===== src/inc/i2c_flags_pkg.sv =====
// Purpose: shared constants for the i2c event and error flag block
// Assumes: 32-bit classic wishbone, byte addresses, one register per word
// Notes: offsets and the control/second status layouts are local choices
package i2c_flags_pkg;
   localparam int REG_W = 16;
   localparam int DATA_W = 8;
   localparam int ADR_W = 8;
   // =======================================================
   // register byte offsets
   localparam logic [7:0] OFF_STATUS_ONE = 8'h00;
   localparam logic [7:0] OFF_CONTROL_ONE = 8'h04;
   localparam logic [7:0] OFF_DATA_HOLD = 8'h08;
   localparam logic [7:0] OFF_STATUS_TWO = 8'h0C;
   // =======================================================
   // first status register fields
   localparam int B_START = 0;
   localparam int B_ADDR = 1;
   localparam int B_BYTE_DONE = 2;
   localparam int B_TEN_BIT = 3;
   localparam int B_STOP = 4;
   localparam int B_RX_FULL = 6;
   localparam int B_TX_EMPTY = 7;
   localparam int B_BUS_ERR = 8;
   localparam int B_ARB_LOST = 9;
   localparam int B_ACK_FAIL = 10;
   localparam int B_OVERRUN = 11;
   localparam int B_CHK_ERR = 12;
   // =======================================================
   // control and second status fields
   localparam int C_MODULE_ON = 0;
   localparam int C_NO_HOLD = 7;
   localparam int S2_MASTER = 0;
   localparam int S2_TX = 2;
   // =======================================================
   // reset values
   localparam logic [15:0] STATUS_RESET = 16'h0000;
   localparam logic [15:0] CONTROL_RESET = 16'h0000;
   localparam logic [7:0] DATA_RESET = 8'h00;
   localparam logic [31:0] READ_ZERO = 32'h0000_0000;
endpackage


===== src/hdl/i2c_line_watch.sv =====
// Purpose: synchronise scl/sda and report start and stop conditions
// Assumes: pins are asynchronous to clk_i and much slower than it
// Notes: detection compares the second synchroniser stage with its one-cycle delayed copy
`timescale 1ns/1ps
module i2c_line_watch (
   input wire logic clk_i,
   input wire logic rst_i,
   input wire logic scl_i,
   input wire logic sda_i,
   output logic start_o,
   output logic stop_o
);
   logic [1:0] scl_s_q;
   logic [1:0] sda_s_q;
   logic scl_q;
   logic sda_q;

   // =======================================================
   // two-stage synchronisers; idle bus is high
   always_ff @(posedge clk_i) begin
      if (rst_i) begin
         scl_s_q <= 2'h3;
         sda_s_q <= 2'h3;
         scl_q <= 1'b1;
         sda_q <= 1'b1;
      end else begin
         scl_s_q <= {scl_s_q[0], scl_i};
         sda_s_q <= {sda_s_q[0], sda_i};
         scl_q <= scl_s_q[1];
         sda_q <= sda_s_q[1];
      end
   end

   // =======================================================
   // sda edge while scl stays high
   always_ff @(posedge clk_i) begin
      if (rst_i) begin
         start_o <= 1'b0;
         stop_o <= 1'b0;
      end else begin
         start_o <= scl_q && scl_s_q[1] && sda_q && !sda_s_q[1];
         stop_o <= scl_q && scl_s_q[1] && !sda_q && sda_s_q[1];
      end
   end
endmodule


===== src/hdl/i2c_status_flags.sv =====
// Purpose: event and error flags of the first status register, wishbone slave
// Assumes: the byte engine gives same-clock one-cycle event pulses
// Notes: ack comes one cycle after the request; flag sets win over clears
`timescale 1ns/1ps
module i2c_status_flags (
   input wire logic clk_i,
   input wire logic rst_i,
   input wire logic cyc_i,
   input wire logic stb_i,
   input wire logic we_i,
   input wire logic [7:0] adr_i,
   input wire logic [3:0] sel_i,
   input wire logic [31:0] dat_i,
   output logic [31:0] dat_o,
   output logic ack_o,
   input wire logic scl_i,
   input wire logic sda_i,
   input wire logic master_i,
   input wire logic tx_mode_i,
   input wire logic byte_active_i,
   input wire logic start_gen_i,
   input wire logic addr_sent_i,
   input wire logic hdr10_sent_i,
   input wire logic addr_match_i,
   input wire logic tx_load_i,
   input wire logic byte_tx_done_i,
   input wire logic byte_rx_i,
   input wire logic [7:0] rx_byte_i,
   input wire logic ack_miss_i,
   input wire logic arb_lost_i,
   input wire logic pec_bad_i,
   output logic module_on_o,
   output logic no_clock_hold_o,
   output logic [7:0] tx_byte_o,
   output logic hold_clock_o,
   output logic pec_nak_o
);
   logic [15:0] ctl_q;
   logic [15:0] flags_q;
   logic [15:0] status_one;
   logic [7:0] dh_q;
   logic armed_q;
   logic slave_acked_q;
   logic ack_q;
   logic [31:0] rdat_q;
   logic pec_nak_q;
   logic line_start;
   logic line_stop;
   logic acc;
   logic wr_st1, wr_ctl, wr_dh, rd_st1, rd_st2, rd_dh;
   logic on;
   logic nohold;
   logic tx_underrun;
   logic rx_overrun;
   logic rx_stall;
   logic tx_stall;

   function automatic logic hit(input logic [7:0] adr, input logic [7:0] off);
      hit = adr[7:2] == off[7:2];
   endfunction

   i2c_line_watch u_watch (
      .clk_i(clk_i),
      .rst_i(rst_i),
      .scl_i(scl_i),
      .sda_i(sda_i),
      .start_o(line_start),
      .stop_o(line_stop)
   );

   // =======================================================
   // wishbone access decode, one access per request
   assign acc = cyc_i && stb_i && !ack_q;
   assign wr_st1 = acc && we_i && hit(adr_i, i2c_flags_pkg::OFF_STATUS_ONE);
   assign wr_ctl = acc && we_i && hit(adr_i, i2c_flags_pkg::OFF_CONTROL_ONE);
   assign wr_dh = acc && we_i && sel_i[0] && hit(adr_i, i2c_flags_pkg::OFF_DATA_HOLD);
   assign rd_st1 = acc && !we_i && hit(adr_i, i2c_flags_pkg::OFF_STATUS_ONE);
   assign rd_st2 = acc && !we_i && hit(adr_i, i2c_flags_pkg::OFF_STATUS_TWO);
   assign rd_dh = acc && !we_i && hit(adr_i, i2c_flags_pkg::OFF_DATA_HOLD);
   assign on = ctl_q[i2c_flags_pkg::C_MODULE_ON];
   assign nohold = ctl_q[i2c_flags_pkg::C_NO_HOLD];
   assign tx_stall = byte_tx_done_i && flags_q[i2c_flags_pkg::B_TX_EMPTY];
   assign rx_stall = byte_rx_i && flags_q[i2c_flags_pkg::B_RX_FULL];
   assign tx_underrun = tx_stall && nohold;
   assign rx_overrun = rx_stall && nohold;

   always_ff @(posedge clk_i) begin
      if (rst_i) begin
         ack_q <= 1'b0;
      end else begin
         ack_q <= acc;
      end
   end

   always_ff @(posedge clk_i) begin
      if (rst_i) begin
         ctl_q <= i2c_flags_pkg::CONTROL_RESET;
      end else if (wr_ctl) begin
         if (sel_i[0]) begin
            ctl_q[7:0] <= dat_i[7:0];
         end
         if (sel_i[1]) begin
            ctl_q[15:8] <= dat_i[15:8];
         end
      end
   end

   // =======================================================
   // status one read arms the two-step clear sequences
   always_ff @(posedge clk_i) begin
      if (rst_i) begin
         armed_q <= 1'b0;
      end else if (acc) begin
         armed_q <= rd_st1;
      end
   end

   // =======================================================
   // data holding register; old byte stays put so an underrun resends it
   always_ff @(posedge clk_i) begin
      if (rst_i) begin
         dh_q <= i2c_flags_pkg::DATA_RESET;
      end else if (wr_dh) begin
         dh_q <= dat_i[7:0];
      end else if (byte_rx_i && on && !rx_stall) begin
         dh_q <= rx_byte_i;
      end
   end

   // slave stop only counts after this device acknowledged its address
   always_ff @(posedge clk_i) begin
      if (rst_i || !on) begin
         slave_acked_q <= 1'b0;
      end else if (!master_i && addr_match_i) begin
         slave_acked_q <= 1'b1;
      end else if (line_stop || line_start) begin
         slave_acked_q <= 1'b0;
      end
   end

   // =======================================================
   // flags: clears first, sets last so a same-cycle event is kept
   always_ff @(posedge clk_i) begin
      if (rst_i || !on) begin
         flags_q <= i2c_flags_pkg::STATUS_RESET;
      end else begin
         if (wr_st1 && sel_i[1]) begin
            // write 0 clears, write 1
            flags_q[i2c_flags_pkg::B_CHK_ERR] <= flags_q[i2c_flags_pkg::B_CHK_ERR] && dat_i[12];
            flags_q[i2c_flags_pkg::B_OVERRUN] <= flags_q[i2c_flags_pkg::B_OVERRUN] && dat_i[11];
            flags_q[i2c_flags_pkg::B_ACK_FAIL] <= flags_q[i2c_flags_pkg::B_ACK_FAIL] && dat_i[10];
            flags_q[i2c_flags_pkg::B_ARB_LOST] <= flags_q[i2c_flags_pkg::B_ARB_LOST] && dat_i[9];
            flags_q[i2c_flags_pkg::B_BUS_ERR] <= flags_q[i2c_flags_pkg::B_BUS_ERR] && dat_i[8];
         end
         if (wr_dh || line_start || line_stop) begin
            flags_q[i2c_flags_pkg::B_TX_EMPTY] <= 1'b0;
         end
         if (wr_dh || rd_dh) begin
            flags_q[i2c_flags_pkg::B_RX_FULL] <= 1'b0;
         end
         if (armed_q && wr_ctl) begin
            flags_q[i2c_flags_pkg::B_STOP] <= 1'b0;
         end
         if (armed_q && wr_dh) begin
            flags_q[i2c_flags_pkg::B_TEN_BIT] <= 1'b0;
            flags_q[i2c_flags_pkg::B_START] <= 1'b0;
         end
         if ((armed_q && (wr_dh || rd_dh)) || (tx_mode_i && (line_start || line_stop))) begin
            flags_q[i2c_flags_pkg::B_BYTE_DONE] <= 1'b0;
         end
         if (armed_q && rd_st2) begin
            flags_q[i2c_flags_pkg::B_ADDR] <= 1'b0;
         end
         // hardware sets
         if (pec_bad_i) begin
            flags_q[i2c_flags_pkg::B_CHK_ERR] <= 1'b1;
         end
         if (rx_overrun || tx_underrun) begin
            flags_q[i2c_flags_pkg::B_OVERRUN] <= 1'b1;
         end
         if (ack_miss_i) begin
            flags_q[i2c_flags_pkg::B_ACK_FAIL] <= 1'b1;
         end
         if (arb_lost_i) begin
            flags_q[i2c_flags_pkg::B_ARB_LOST] <= 1'b1;
         end
         if (byte_active_i && (line_start || line_stop)) begin
            flags_q[i2c_flags_pkg::B_BUS_ERR] <= 1'b1;
         end
         if (tx_load_i) begin
            flags_q[i2c_flags_pkg::B_TX_EMPTY] <= 1'b1;
         end
         if (byte_rx_i && !rx_stall) begin
            flags_q[i2c_flags_pkg::B_RX_FULL] <= 1'b1;
         end
         if (line_stop && !master_i && slave_acked_q) begin
            flags_q[i2c_flags_pkg::B_STOP] <= 1'b1;
         end
         if (master_i && hdr10_sent_i) begin
            flags_q[i2c_flags_pkg::B_TEN_BIT] <= 1'b1;
         end
         if (!nohold && (tx_stall || rx_stall)) begin
            flags_q[i2c_flags_pkg::B_BYTE_DONE] <= 1'b1;
         end
         if ((master_i && addr_sent_i) || (!master_i && addr_match_i)) begin
            flags_q[i2c_flags_pkg::B_ADDR] <= 1'b1;
         end
         if (start_gen_i) begin
            flags_q[i2c_flags_pkg::B_START] <= 1'b1;
         end
      end
   end

   // =======================================================
   // read data; unlisted status bits and unmapped words read zero, control reads back all 16 written bits
   always_comb begin
      status_one = i2c_flags_pkg::STATUS_RESET;
      status_one[12:6] = flags_q[12:6];
      status_one[4:0] = flags_q[4:0];
   end

   always_ff @(posedge clk_i) begin
      if (rst_i) begin
         rdat_q <= i2c_flags_pkg::READ_ZERO;
      end else if (acc) begin
         rdat_q <= i2c_flags_pkg::READ_ZERO;
         if (rd_st1) begin
            rdat_q[15:0] <= status_one;
         end else if (rd_dh) begin
            rdat_q[7:0] <= dh_q;
         end else if (!we_i && hit(adr_i, i2c_flags_pkg::OFF_CONTROL_ONE)) begin
            rdat_q[15:0] <= ctl_q;
         end else if (rd_st2) begin
            rdat_q[i2c_flags_pkg::S2_MASTER] <= master_i;
            rdat_q[i2c_flags_pkg::S2_TX] <= tx_mode_i;
         end
      end
   end

   always_ff @(posedge clk_i) begin
      if (rst_i) begin
         pec_nak_q <= 1'b0;
      end else begin
         pec_nak_q <= pec_bad_i && on;
      end
   end

   assign dat_o = rdat_q;
   assign ack_o = ack_q;
   assign module_on_o = on;
   assign no_clock_hold_o = nohold;
   assign tx_byte_o = dh_q;
   assign hold_clock_o = flags_q[i2c_flags_pkg::B_BYTE_DONE] && !nohold;
   assign pec_nak_o = pec_nak_q;

   // =======================================================
   // checks
   property p_chk_set;
      @(posedge clk_i) disable iff (rst_i) on && pec_bad_i |=> status_one[12] && pec_nak_o;
   endproperty
   a_chk_set: assert property (p_chk_set) else $error("checksum flag or nak missing");

   property p_rx_drop;
      @(posedge clk_i) disable iff (rst_i) on && nohold && rx_stall && !wr_dh |=> status_one[11] && $stable(dh_q);
   endproperty
   a_rx_drop: assert property (p_rx_drop) else $error("overrun did not drop byte");

   property p_tx_resend;
      @(posedge clk_i) disable iff (rst_i) on && tx_underrun && !wr_dh |=> status_one[11] && tx_byte_o == $past(tx_byte_o);
   endproperty
   a_tx_resend: assert property (p_tx_resend) else $error("underrun did not resend");

   property p_w1_keeps;
      @(posedge clk_i) disable iff (rst_i) on && wr_st1 && sel_i[1] && dat_i[10] && status_one[10] |=> status_one[10];
   endproperty
   a_w1_keeps: assert property (p_w1_keeps) else $error("write 1 cleared ack fail");

   property p_w0_clears;
      @(posedge clk_i) disable iff (rst_i) on && wr_st1 && sel_i[1] && !dat_i[9] && !arb_lost_i |=> !status_one[9];
   endproperty
   a_w0_clears: assert property (p_w0_clears) else $error("write 0 kept arbitration flag");

   property p_off_clears;
      @(posedge clk_i) disable iff (rst_i) !on |=> status_one == i2c_flags_pkg::STATUS_RESET;
   endproperty
   a_off_clears: assert property (p_off_clears) else $error("flags survive disable");

   property p_reserved;
      @(posedge clk_i) disable iff (rst_i) ack_o && $past(rd_st1) |-> dat_o[15:13] == 3'h0 && !dat_o[5];
   endproperty
   a_reserved: assert property (p_reserved) else $error("reserved bits not zero");

   property p_addr_seq;
      @(posedge clk_i) disable iff (rst_i) rd_st1 ##1 (!acc) [*2] ##1 (rd_st2 && !addr_match_i && !addr_sent_i)
         |=> !status_one[1];
   endproperty
   a_addr_seq: assert property (p_addr_seq) else $error("address flag not cleared");

   property p_start_set;
      @(posedge clk_i) disable iff (rst_i) (on && start_gen_i) ##1 (on && !wr_dh) |-> status_one[0] ##1 status_one[0];
   endproperty
   a_start_set: assert property (p_start_set) else $error("start flag not held");

   property p_hold;
      @(posedge clk_i) disable iff (rst_i) on && !nohold && tx_stall && !wr_ctl |=> hold_clock_o;
   endproperty
   a_hold: assert property (p_hold) else $error("byte done did not hold clock");

   c_overrun: cover property (@(posedge clk_i) disable iff (rst_i) rx_overrun);
   c_slave_stop: cover property (@(posedge clk_i) disable iff (rst_i) line_stop && slave_acked_q && on);
   c_bus_err: cover property (@(posedge clk_i) disable iff (rst_i) on && byte_active_i && line_start);
endmodule


===== config.mk =====
export PLATFORM = sky130hd
export DESIGN_NAME = i2c_status_flags
export DESIGN_NICKNAME = d
export VERILOG_FILES = /design/src/inc/i2c_flags_pkg.sv /design/src/hdl/i2c_line_watch.sv /design/src/hdl/i2c_status_flags.sv
export SDC_FILE = /design/constraint.sdc
export NUM_CORES = 1
export LEC_CHECK = 0
export BUFFER_PORTS_ARGS = -buffer_cell sky130_fd_sc_hd__buf_2
export CORE_MARGIN = 1.5
export CORE_UTILIZATION = 51
export CTS_CLUSTER_SIZE = 40
export DETAILED_ROUTE_END_ITERATION = 8
export GPL_TIMING_DRIVEN = 0
export PLACE_DENSITY = 0.84
export SKIP_CTS_REPAIR_TIMING = 1
export SYNTH_ARGS = -nofsm -noshare
export SYNTH_HDL_FRONTEND = slang
export SYNTH_SLANG_ARGS = --single-unit

===== constraint.sdc =====
create_clock -name clk_i -period 4.2 [get_ports clk_i]
set_clock_uncertainty 0.1 [all_clocks]
set_input_delay 0.84 -clock clk_i [delete_from_list [all_inputs] [get_ports clk_i]]
set_output_delay 0.84 -clock clk_i [all_outputs]
set_load 0.03 [all_outputs]

## Word level (Yosys, flattened, before mapping)

Index checks and enable logic that the tools add are counted.

- Flip-flop bits (word level): 64
- Bits of input ports: 72
- Output and inout bits: 45
- Word-level logic and storage cells: 139

- Equality and inequality tests: 3
- Mux-type cells: 32
- Reduce and logical (&&, ||, !) cells: 78

Operators by type and width:

| kind | number |
|---|---|
| $logic_and A1 B1 Y1 | 44 |
| $mux W8 | 4 |
| $reduce_bool A2 Y1 | 14 |
| $mux W1 | 25 |
| $mux W16 | 1 |
| $mux W13 | 1 |
| $eq A6 B2 Y1 const B | 2 |
| $logic_or A1 B1 Y1 | 9 |
| $logic_not A1 Y1 | 8 |
| $eq A6 B1 Y1 const B | 1 |
| $logic_not A6 Y1 | 1 |
| $mux W5 | 1 |
| $reduce_and A2 Y1 | 2 |

## Logic depth before layout (Yosys ltp)

Gate-level depths: netlist of run 1.

- Word-level depth: 10
- Gate-level depth with buffers: 6
- Gate-level depth less buffers: 4

## Cells and area by module

Synthesis of run 1 repeated with hierarchy kept, for this count alone.

- Cells, all modules: 308
- Area total of the unflattened synthesis: 2,867.8 µm²

By module, submodules not included:

| module | times used | cells each | area an instance (µm²) | sequential area each (µm²) |
|---|---|---|---|---|
| i2c_status_flags | 1 | 290 | 2,641.3 | 1,121.1 |
| i2c_line_watch | 1 | 18 | 226.5 | 160.2 |

## Least setup slack after synthesis of run 1

No wires, ideal clock.

- Path kind: input port to flip-flop
- Start point: input adr_i[5]
- End point: register flags_q[2]
- Setup time: 116 ps
- Arrival time: 2,007 ps
- Data required time: 3,984 ps
- Setup slack: 1,977 ps
- Cell stages on the path: 4
- Path buffers: 0
- Path through: or4_4 a2111oi_4 nand2_1 a41o_1

- Cells in the longest elaborated chain, start to end: 6
- Elaborated cells between the ends (all ways): 7
- Those cells by class: 1 x eq/ne; 6 x reduce/logical

Ends and longest elaborated chain:

| item | line | text |
|---|---|---|
| start: declaration | i2c_status_flags.sv:11 | `input wire logic [7:0] adr_i,` |
| $eq A6 B2 Y1 * | i2c_status_flags.sv:59 | `hit = adr[7:2] == off[7:2];` |
| $logic_and A1 B1 Y1 (on tied branches) | i2c_status_flags.sv:76, i2c_status_flags.sv:79 |  |
| $logic_or A1 B1 Y1 * | i2c_status_flags.sv:168 | `if ((armed_q && (wr_dh \|\| rd_dh)) \|\| (tx_mode_i && (line_start \|\| line_stop))) begin` |
| $logic_and A1 B1 Y1 * | i2c_status_flags.sv:168 |  |
| $logic_or A1 B1 Y1 * | i2c_status_flags.sv:168 |  |
| $reduce_bool A2 Y1 (no line) * | -- |  |
| end signal: indexed assignment | i2c_status_flags.sv:151 | `flags_q[i2c_flags_pkg::B_ACK_FAIL] <= flags_q[i2c_flags_pkg::B_ACK_FAIL] && dat_i[10];` |
| end signal: indexed assignment | i2c_status_flags.sv:152 | `flags_q[i2c_flags_pkg::B_ARB_LOST] <= flags_q[i2c_flags_pkg::B_ARB_LOST] && dat_i[9];` |
| end signal: indexed assignment | i2c_status_flags.sv:153 | `flags_q[i2c_flags_pkg::B_BUS_ERR] <= flags_q[i2c_flags_pkg::B_BUS_ERR] && dat_i[8];` |
| end: declaration | i2c_status_flags.sv:39 | `logic [15:0] flags_q;` |

Every way passes the cells marked *; elsewhere a longest branch is shown, timed or not.
A chain may end at the register's enable or synchronous reset.

## Final worst setup path of run 1

- Start point: input stb_i
- End point: register flags_q[7]

- Cells in the longest elaborated chain, start to end: 8

Ends and longest elaborated chain:

| item | line | text |
|---|---|---|
| start: declaration | i2c_status_flags.sv:9 | `input wire logic stb_i,` |
| $logic_and A1 B1 Y1 (2 in series) | i2c_status_flags.sv:73 | `assign acc = cyc_i && stb_i && !ack_q;` |
| $logic_and A1 B1 Y1 (3 in series) | i2c_status_flags.sv:76 | `assign wr_dh = acc && we_i && sel_i[0] && hit(adr_i, i2c_flags_pkg::OFF_DATA_HOLD);` |
| $logic_or A1 B1 Y1 (2 in series) | i2c_status_flags.sv:155 | `if (wr_dh \|\| line_start \|\| line_stop) begin` |
| $reduce_bool A2 Y1 (no line) | -- |  |

Every way passes these cells.

==> metrics.txt, run 1 <==
Post-Synth Simple-Gate Area=0.224; FF+latch area=1280 µm²; status=finished, final reports clean; busiest grt layer=met2; Layout area overhead=26.2%; Clk pin slew, worst setup/hold paths=0.06 ns; Die Span X=77.4 µm; hold violation total from the final report=0; met2 Use GR=0.399; FMAX=0.432 GHz; ys async rst share=0; die area=5980 µm²; CP startpoint kind=primary input; Post-Layout Cell Count=485; Hold Slack=0.309 ns; worst reg2reg setup slack=2.08 ns; Hold WC Path Type=reg2reg; final instance area=3560 µm²; initial antenna violation count=0; R2R cell count=6; Yosys reg bits=64; RSZ-0062 raised after global routing=false; worst skew pair latency=0.35 ns; share of post-route cells with drive strength above 1=0.311; XOR/XNOR Fraction of Synth Area=0; Final Slew Violations=0; PwrDens=358 nW/µm²; period utilisation layout=0.552; first-pass GRT wire length=11700 µm; CTS Buf Count=9; DP Worst Slack=1.58 ns; M3 GR Usage=0.0624; Synth Area in Adders=0; routed via count=2627; CTS root buffer=clkbuf_8; detailed-route wire length per cell=14.9 µm; clock sinks=64; routed wire length=7240 µm; CTS Buffer Depth=2; vias in the first global route=2501; Buffers on Ports=79; # H-tree levels=3; hold depth=1; final setup fails=0; critical path type=in2reg; worst-path fanout max=10; Post-synth top flop=dfxtp_1; DRT iter0 DRCs=195; Die Height=77.4 µm; Mean Syn Cell Area=9.25 µm²; leakage power=1.73 nW; DP HPWL=5230 µm; # DRC=0; final critical-path setup slack=1.88 ns; critical path arrival=2.44 ns; Ports=117; met1 GRT Util=0.327; Synth Warn #=0; measured slew at the worst slew-check pin=0.642 ns; DP Area=3360 µm²; number of vias per cell=5.42; multi-input logic area=1400 µm²; area leader, netlist=dfxtp_1; Hold Path Origin=u_watch.scl_s_q[0]$_SDFF_PP1_; Compound-Gate Fraction of Synth Area=0.151; worst path required time=4.33 ns; Fillers=446; mux cell area share after synthesis=0.0994; ANT nets after route=0; initial cell density of the core=0.542; Post-Route Setup TNS=0 ns; top cells by area, synth=dfxtp_1 (45%), mux2i_1 (9.9%), nor2_1 (5.6%), buf_4 (4.3%), a21oi_1 (3.4%); num rows=26; Worst Setup SP=stb_i; main combinational cell family by area after synthesis=simple AND/OR/NAND/NOR gates; min cycle time layout=2.32 ns; cell count after synthesis=305; # placed instances=469; VDD IR max=242 µV; CTS tree=built; Routability Congestion=0.888; Max-Cap Viols=0; # diodes=0; TritonRoute pass-1 iters=4; Post-synth EDFFs=0; Crit. End Element=flop; core area=5200 µm²; pin count of the biggest net entering global routing=11; share of the synthesized area in the top cell type=0.454; Max-slew headroom=0.572; GR Overflow Total=0; Seq/Total Area, Yosys=0.454; final-stage net count=482; worst r2r src=ack_o$_SDFF_PP0_; Tot GR Track Use=0.253; Unique masters post-synth=41; Post-Syn Area=2820 µm²
-- registers in the layout, summed over array words and instances (netlist names) --
signal,flops
u_watch.scl_s_q,2
flags_q,12
ctl_q,16
dat_o,16
pec_nak_o,1
u_watch.stop_o,1
u_watch.start_o,1
u_watch.scl_q,1
slave_acked_q,1
ack_o,1
u_watch.sda_s_q,2
tx_byte_o,8
armed_q,1
u_watch.sda_q,1
-- placed cells by master, fill, tap and decap left out, types with 2 or more instances in the layout --
master     netlist  layout
nor3_1           6       6
nand2b_1         5       5
buf_4           16      16
nor4_4           2       2
nand3b_1         4       4
clkbuf_1        10      12
a21oi_1         19      19
nand3_1         15      15
a22o_1           2       2
a221oi_1         5       5
conb_1           1      16
clkinv_2         0       2
and3b_1          3       3
clkbuf_8         0      11
a31oi_1          5       5
o21ai_0         10      10
buf_2            4      83
o2bb2ai_1        3       3
dfxtp_1         64      64
inv_1            4       4
nor2b_1          3       3
or2_2            7       7
mux2i_1         28      28
a211oi_1        10      10
nand2_1         18      18
nand4_2          3       3
nor2_1          42      42
-- cells by family (layout without fill, tap and decap cells) --
logic type,after synthesis,after routing
buf+inv,35,130
flops,64,64
simple gates,115,115
mux,28,28
compound gates,62,62
other cells,1,16
-- layout make-up --
class                      count  share of cell area
multi-input combinational    221               0.393
sequential                    64               0.360
timing repair buffer          79               0.111
buffer                        31              0.0510
clock buffer                  13              0.0447
tap                           70              0.0246
clock inverter                 3              0.0113
inverter                       4             0.00422
-- synth_stat cells, types with 2 or more instances --
master,instances
o2bb2ai_1,3
clkbuf_1,10
mux2i_1,28
nand3_1,15
a21oi_1,19
a22o_1,2
nand4_2,3
and3b_1,3
or2_2,7
a221oi_1,5
nand3b_1,4
a31oi_1,5
dfxtp_1,64
a211oi_1,10
inv_1,4
nor3_1,6
buf_2,4
nor4_4,2
nand2_1,18
buf_4,16
nor2_1,42
o21ai_0,10
nand2b_1,5
nor2b_1,3
-- worst paths after layout --
path                                   end
max                flags_q[7]$_SDFFE_PP0P_
min          u_watch.scl_s_q[1]$_SDFF_PP1_
max reg2reg        flags_q[7]$_SDFFE_PP0P_
min reg2reg  u_watch.scl_s_q[1]$_SDFF_PP1_
-- metal layers --
metal | wire length, µm | share of wire | vias to the layer above
li1 | - | - | 1269
met3 | 584 | 0.081 | 17
met2 | 3370 | 0.47 | 115
met1 | 3120 | 0.43 | 1226
met5 | 0 | 0 | -
met4 | 158 | 0.022 | 0
-- through the flow --
stage	util	power, mW
floorplan	-	0.706
global placement	0.645	0.751
detailed placement	0.645	0.753
CTS	0.684	1.28
global route	0.684	1.32
finish	0.684	1.27
-- critical path, stage by stage --
cell	delay, ns
buf_2	0.10
and3b_1	0.17
clkbuf_1	0.35
nand4_2	0.37
clkbuf_1	0.33
a31oi_1	0.22
nor2_1	0.05
-- report_power, final --
group	internal (mW)	switching (mW)
logic	0.0461	0.0802
registers	0.613	0.00298
clock network	0.305	0.227
(Power assumes the default switching activity.)
==> run 2, diff against run 1 <==
--- a/config.mk
+++ b/config.mk
@@ -5,13 +5,14 @@
 export SDC_FILE = /design/constraint.sdc
 export NUM_CORES = 1
 export LEC_CHECK = 0
+export ABC_AREA = 1
 export BUFFER_PORTS_ARGS = -buffer_cell sky130_fd_sc_hd__buf_2
 export CORE_MARGIN = 1.5
-export CORE_UTILIZATION = 51
+export CORE_UTILIZATION = 48
 export CTS_CLUSTER_SIZE = 40
 export DETAILED_ROUTE_END_ITERATION = 8
 export GPL_TIMING_DRIVEN = 0
-export PLACE_DENSITY = 0.84
+export PLACE_DENSITY = 0.79
 export SKIP_CTS_REPAIR_TIMING = 1
 export SYNTH_ARGS = -nofsm -noshare
 export SYNTH_HDL_FRONTEND = slang
==> constraint.sdc (replaced) <==
create_clock -name clk_i -period 2.2 [get_ports clk_i]
set_clock_uncertainty 0.1 [all_clocks]
set_input_delay 0.44 -clock clk_i [delete_from_list [all_inputs] [get_ports clk_i]]
set_output_delay 0.44 -clock clk_i [all_outputs]
set_load 0.03 [all_outputs]
==> metrics.txt, run 2 <==
status=finished, final reports clean; leakage power=1.74 nW; CP startpoint kind=flop; RR Endpoint=dat_o[14]$_SDFFE_PP0N_; Tot GR Track Use=0.259; routed via count=2990; R2R cell count=5; measured slew at the worst slew-check pin=0.536 ns; Synth Warn #=0; initial antenna violation count=0; Hold WC Path Type=in2reg; vias in the first global route=2732; Yosys reg bits=64; Post-Route Setup TNS=0 ns; Post-Syn Area=2910 µm²; area leader, netlist=dfxtp_1; Clk pin slew, worst setup/hold paths=0.07 ns; commonest non-fill, non-tap cell in the layout=buf_2; most frequent cells in the layout=buf_2 (81), nand2_1 (69), dfxtp_1 (64); number of vias per cell=5.22; worst r2r src=ack_o$_SDFF_PP0_; CTS Buffer Depth=2; routed wire length=7940 µm; Mean Syn Cell Area=7.49 µm²; period utilisation layout=0.775; final setup fails=0; VDD IR max=529 µV; detailed-route wire length per cell=13.9 µm; Synth top cells by count=nand2_1 (69), dfxtp_1 (64), a21oi_1 (47); Max-slew headroom=0.643; Final Slew Violations=0; worst path required time=2.39 ns; GR Overflow Total=0; initial cell density of the core=0.494; share of the synthesized area in the top cell type=0.441; Post-synth top flop=dfxtp_1; PwrDens=724 nW/µm²; Die Span X=80.8 µm; # diodes=0; share of post-route cells with drive strength above 1=0.285; clock sinks=64; Hold Path Origin=sda_i; Buffers on Ports=79; Layout area overhead=27.2%; min cycle time layout=1.71 ns; top cells by area, synth=dfxtp_1 (44%), nand2_1 (8.9%), a21oi_1 (8.1%), nand3_1 (5.5%), o21ai_0 (5.3%); TritonRoute pass-1 iters=5; critical path arrival=1.89 ns; final critical-path setup slack=0.494 ns; worst reg2reg setup slack=0.49 ns; worst-path fanout max=10; CTS tree=built; CTS Buf Count=9; DRT iter0 DRCs=324; final-stage net count=565; ys async rst share=0; cell count after synthesis=388; pin count of the biggest net entering global routing=12; Routability Congestion=0.833; die area=6530 µm²; FMAX=0.586 GHz; RSZ-0062 raised after global routing=false; Worst Setup SP=ack_o$_SDFF_PP0_; Die Height=80.8 µm; hold violation total from the final report=0; Crit. End Element=flop; Seq/Total Area, Yosys=0.441; CTS root buffer=clkbuf_8; critical path type=reg2reg; worst setup path end=dat_o[14]$_SDFFE_PP0N_; Ports=117; DP Worst Slack=0.290 ns; Post-synth EDFFs=0; leading cell type by number of instances after synthesis=nand2_1; Critical Path Max Stage Delay=0.43 ns; Max-Cap Viols=0; # DRC=0; Slowest cell on crit path=clkbuf_1; num rows=28; Unique masters post-synth=31; # H-tree levels=3; worst skew pair latency=0.36 ns; core area=5890 µm²; first-pass GRT wire length=12600 µm; crit path cell chain=nand3b_4 -> inv_1 -> clkbuf_1 -> nand3_1 -> a21oi_1; DP HPWL=5760 µm; ANT nets after route=0; Fillers=543
==> run 2: cell types whose count changed in the layout (fill, tap and decap cells not counted), sizes merged, moves of 10 or more <==
cell / before / now
a211oi: 10 / 0
a21oi: 19 / 49
inv: 4 / 34
mux2i: 28 / 0
nand2: 18 / 74
nand3: 15 / 33
nor3: 6 / 18
o21ai: 10 / 34
==> run 2: cell type report <==
class | count | area (µm²) | share of cell area
multi-input combinational | 274 | 1340 | 0.363
clock buffer | 11 | 141 | 0.0382
timing repair buffer | 79 | 395 | 0.107
sequential | 64 | 1280 | 0.347
tap | 75 | 93.8 | 0.0254
clock inverter | 5 | 104 | 0.0281
buffer | 30 | 209 | 0.0565
inverter | 35 | 131 | 0.0355
==> run 2: power breakdown <==
part / switching [mW] / internal, mW
logic: 0.155 / 0.0831
registers: 0.00617 / 1.17
clock network: 0.477 / 0.784
==> run 2: worst max-delay path, delay by kind of cell, from the launching register on <==
family | cells | cell delay (ns)
AOI/OAI and AO/OA | 1 | 0.15
buffers and inverters | 2 | 0.65
DFF | 1 | 0.33
and+or+nand+nor | 2 | 0.39
==> run 2: worst min path at each step <==
stage	end	slack, ns	cells past startpoint
floorplan	u_watch.scl_s_q[1]$_SDFF_PP1_	0.29	1
global placement	u_watch.sda_s_q[1]$_SDFF_PP1_	0.29	1
detailed placement	u_watch.sda_s_q[1]$_SDFF_PP1_	0.30	1
CTS	u_watch.scl_s_q[0]$_SDFF_PP1_	0.16	2
global route	u_watch.sda_s_q[0]$_SDFF_PP1_	0.15	2
finish	u_watch.sda_s_q[0]$_SDFF_PP1_	0.16	2
==> run 2: metal layers <==
layer  part of all wire  track usage  wire (µm)  vias up
met2               0.47        0.424       3760      149
met1               0.42        0.324       3350     1352
li1                   -            -          -     1466
met4              0.024        0.100        193        0
met3              0.080       0.0719        636       23
met5                  0            0          0        -
==> run 2: kinds of logic (layout without fill, tap and decap cells) <==
logic type             Yosys count  count (layout)  synth area share
buffers and inverters           65             160             0.117
AO/OA/AOI/OAI                   87              87             0.155
AND/OR/NAND/NOR                171             171             0.286
other                            1              16           0.00129
flip-flops                      64              64             0.441
==> run 2: metrics by stage <==
step           hold WS [ns]   util  power, mW  instances  area [µm²]
2_1_floorplan         0.289      -       1.35        403        2960
3_3_place_gp          0.292  0.587       1.44        557        3450
3_5_place_dp          0.304  0.587       1.44        557        3450
4_1_cts               0.157  0.628       2.68        573        3700
5_1_grt               0.151  0.628       2.75        573        3700
6_report              0.160  0.628       2.68        573        3700
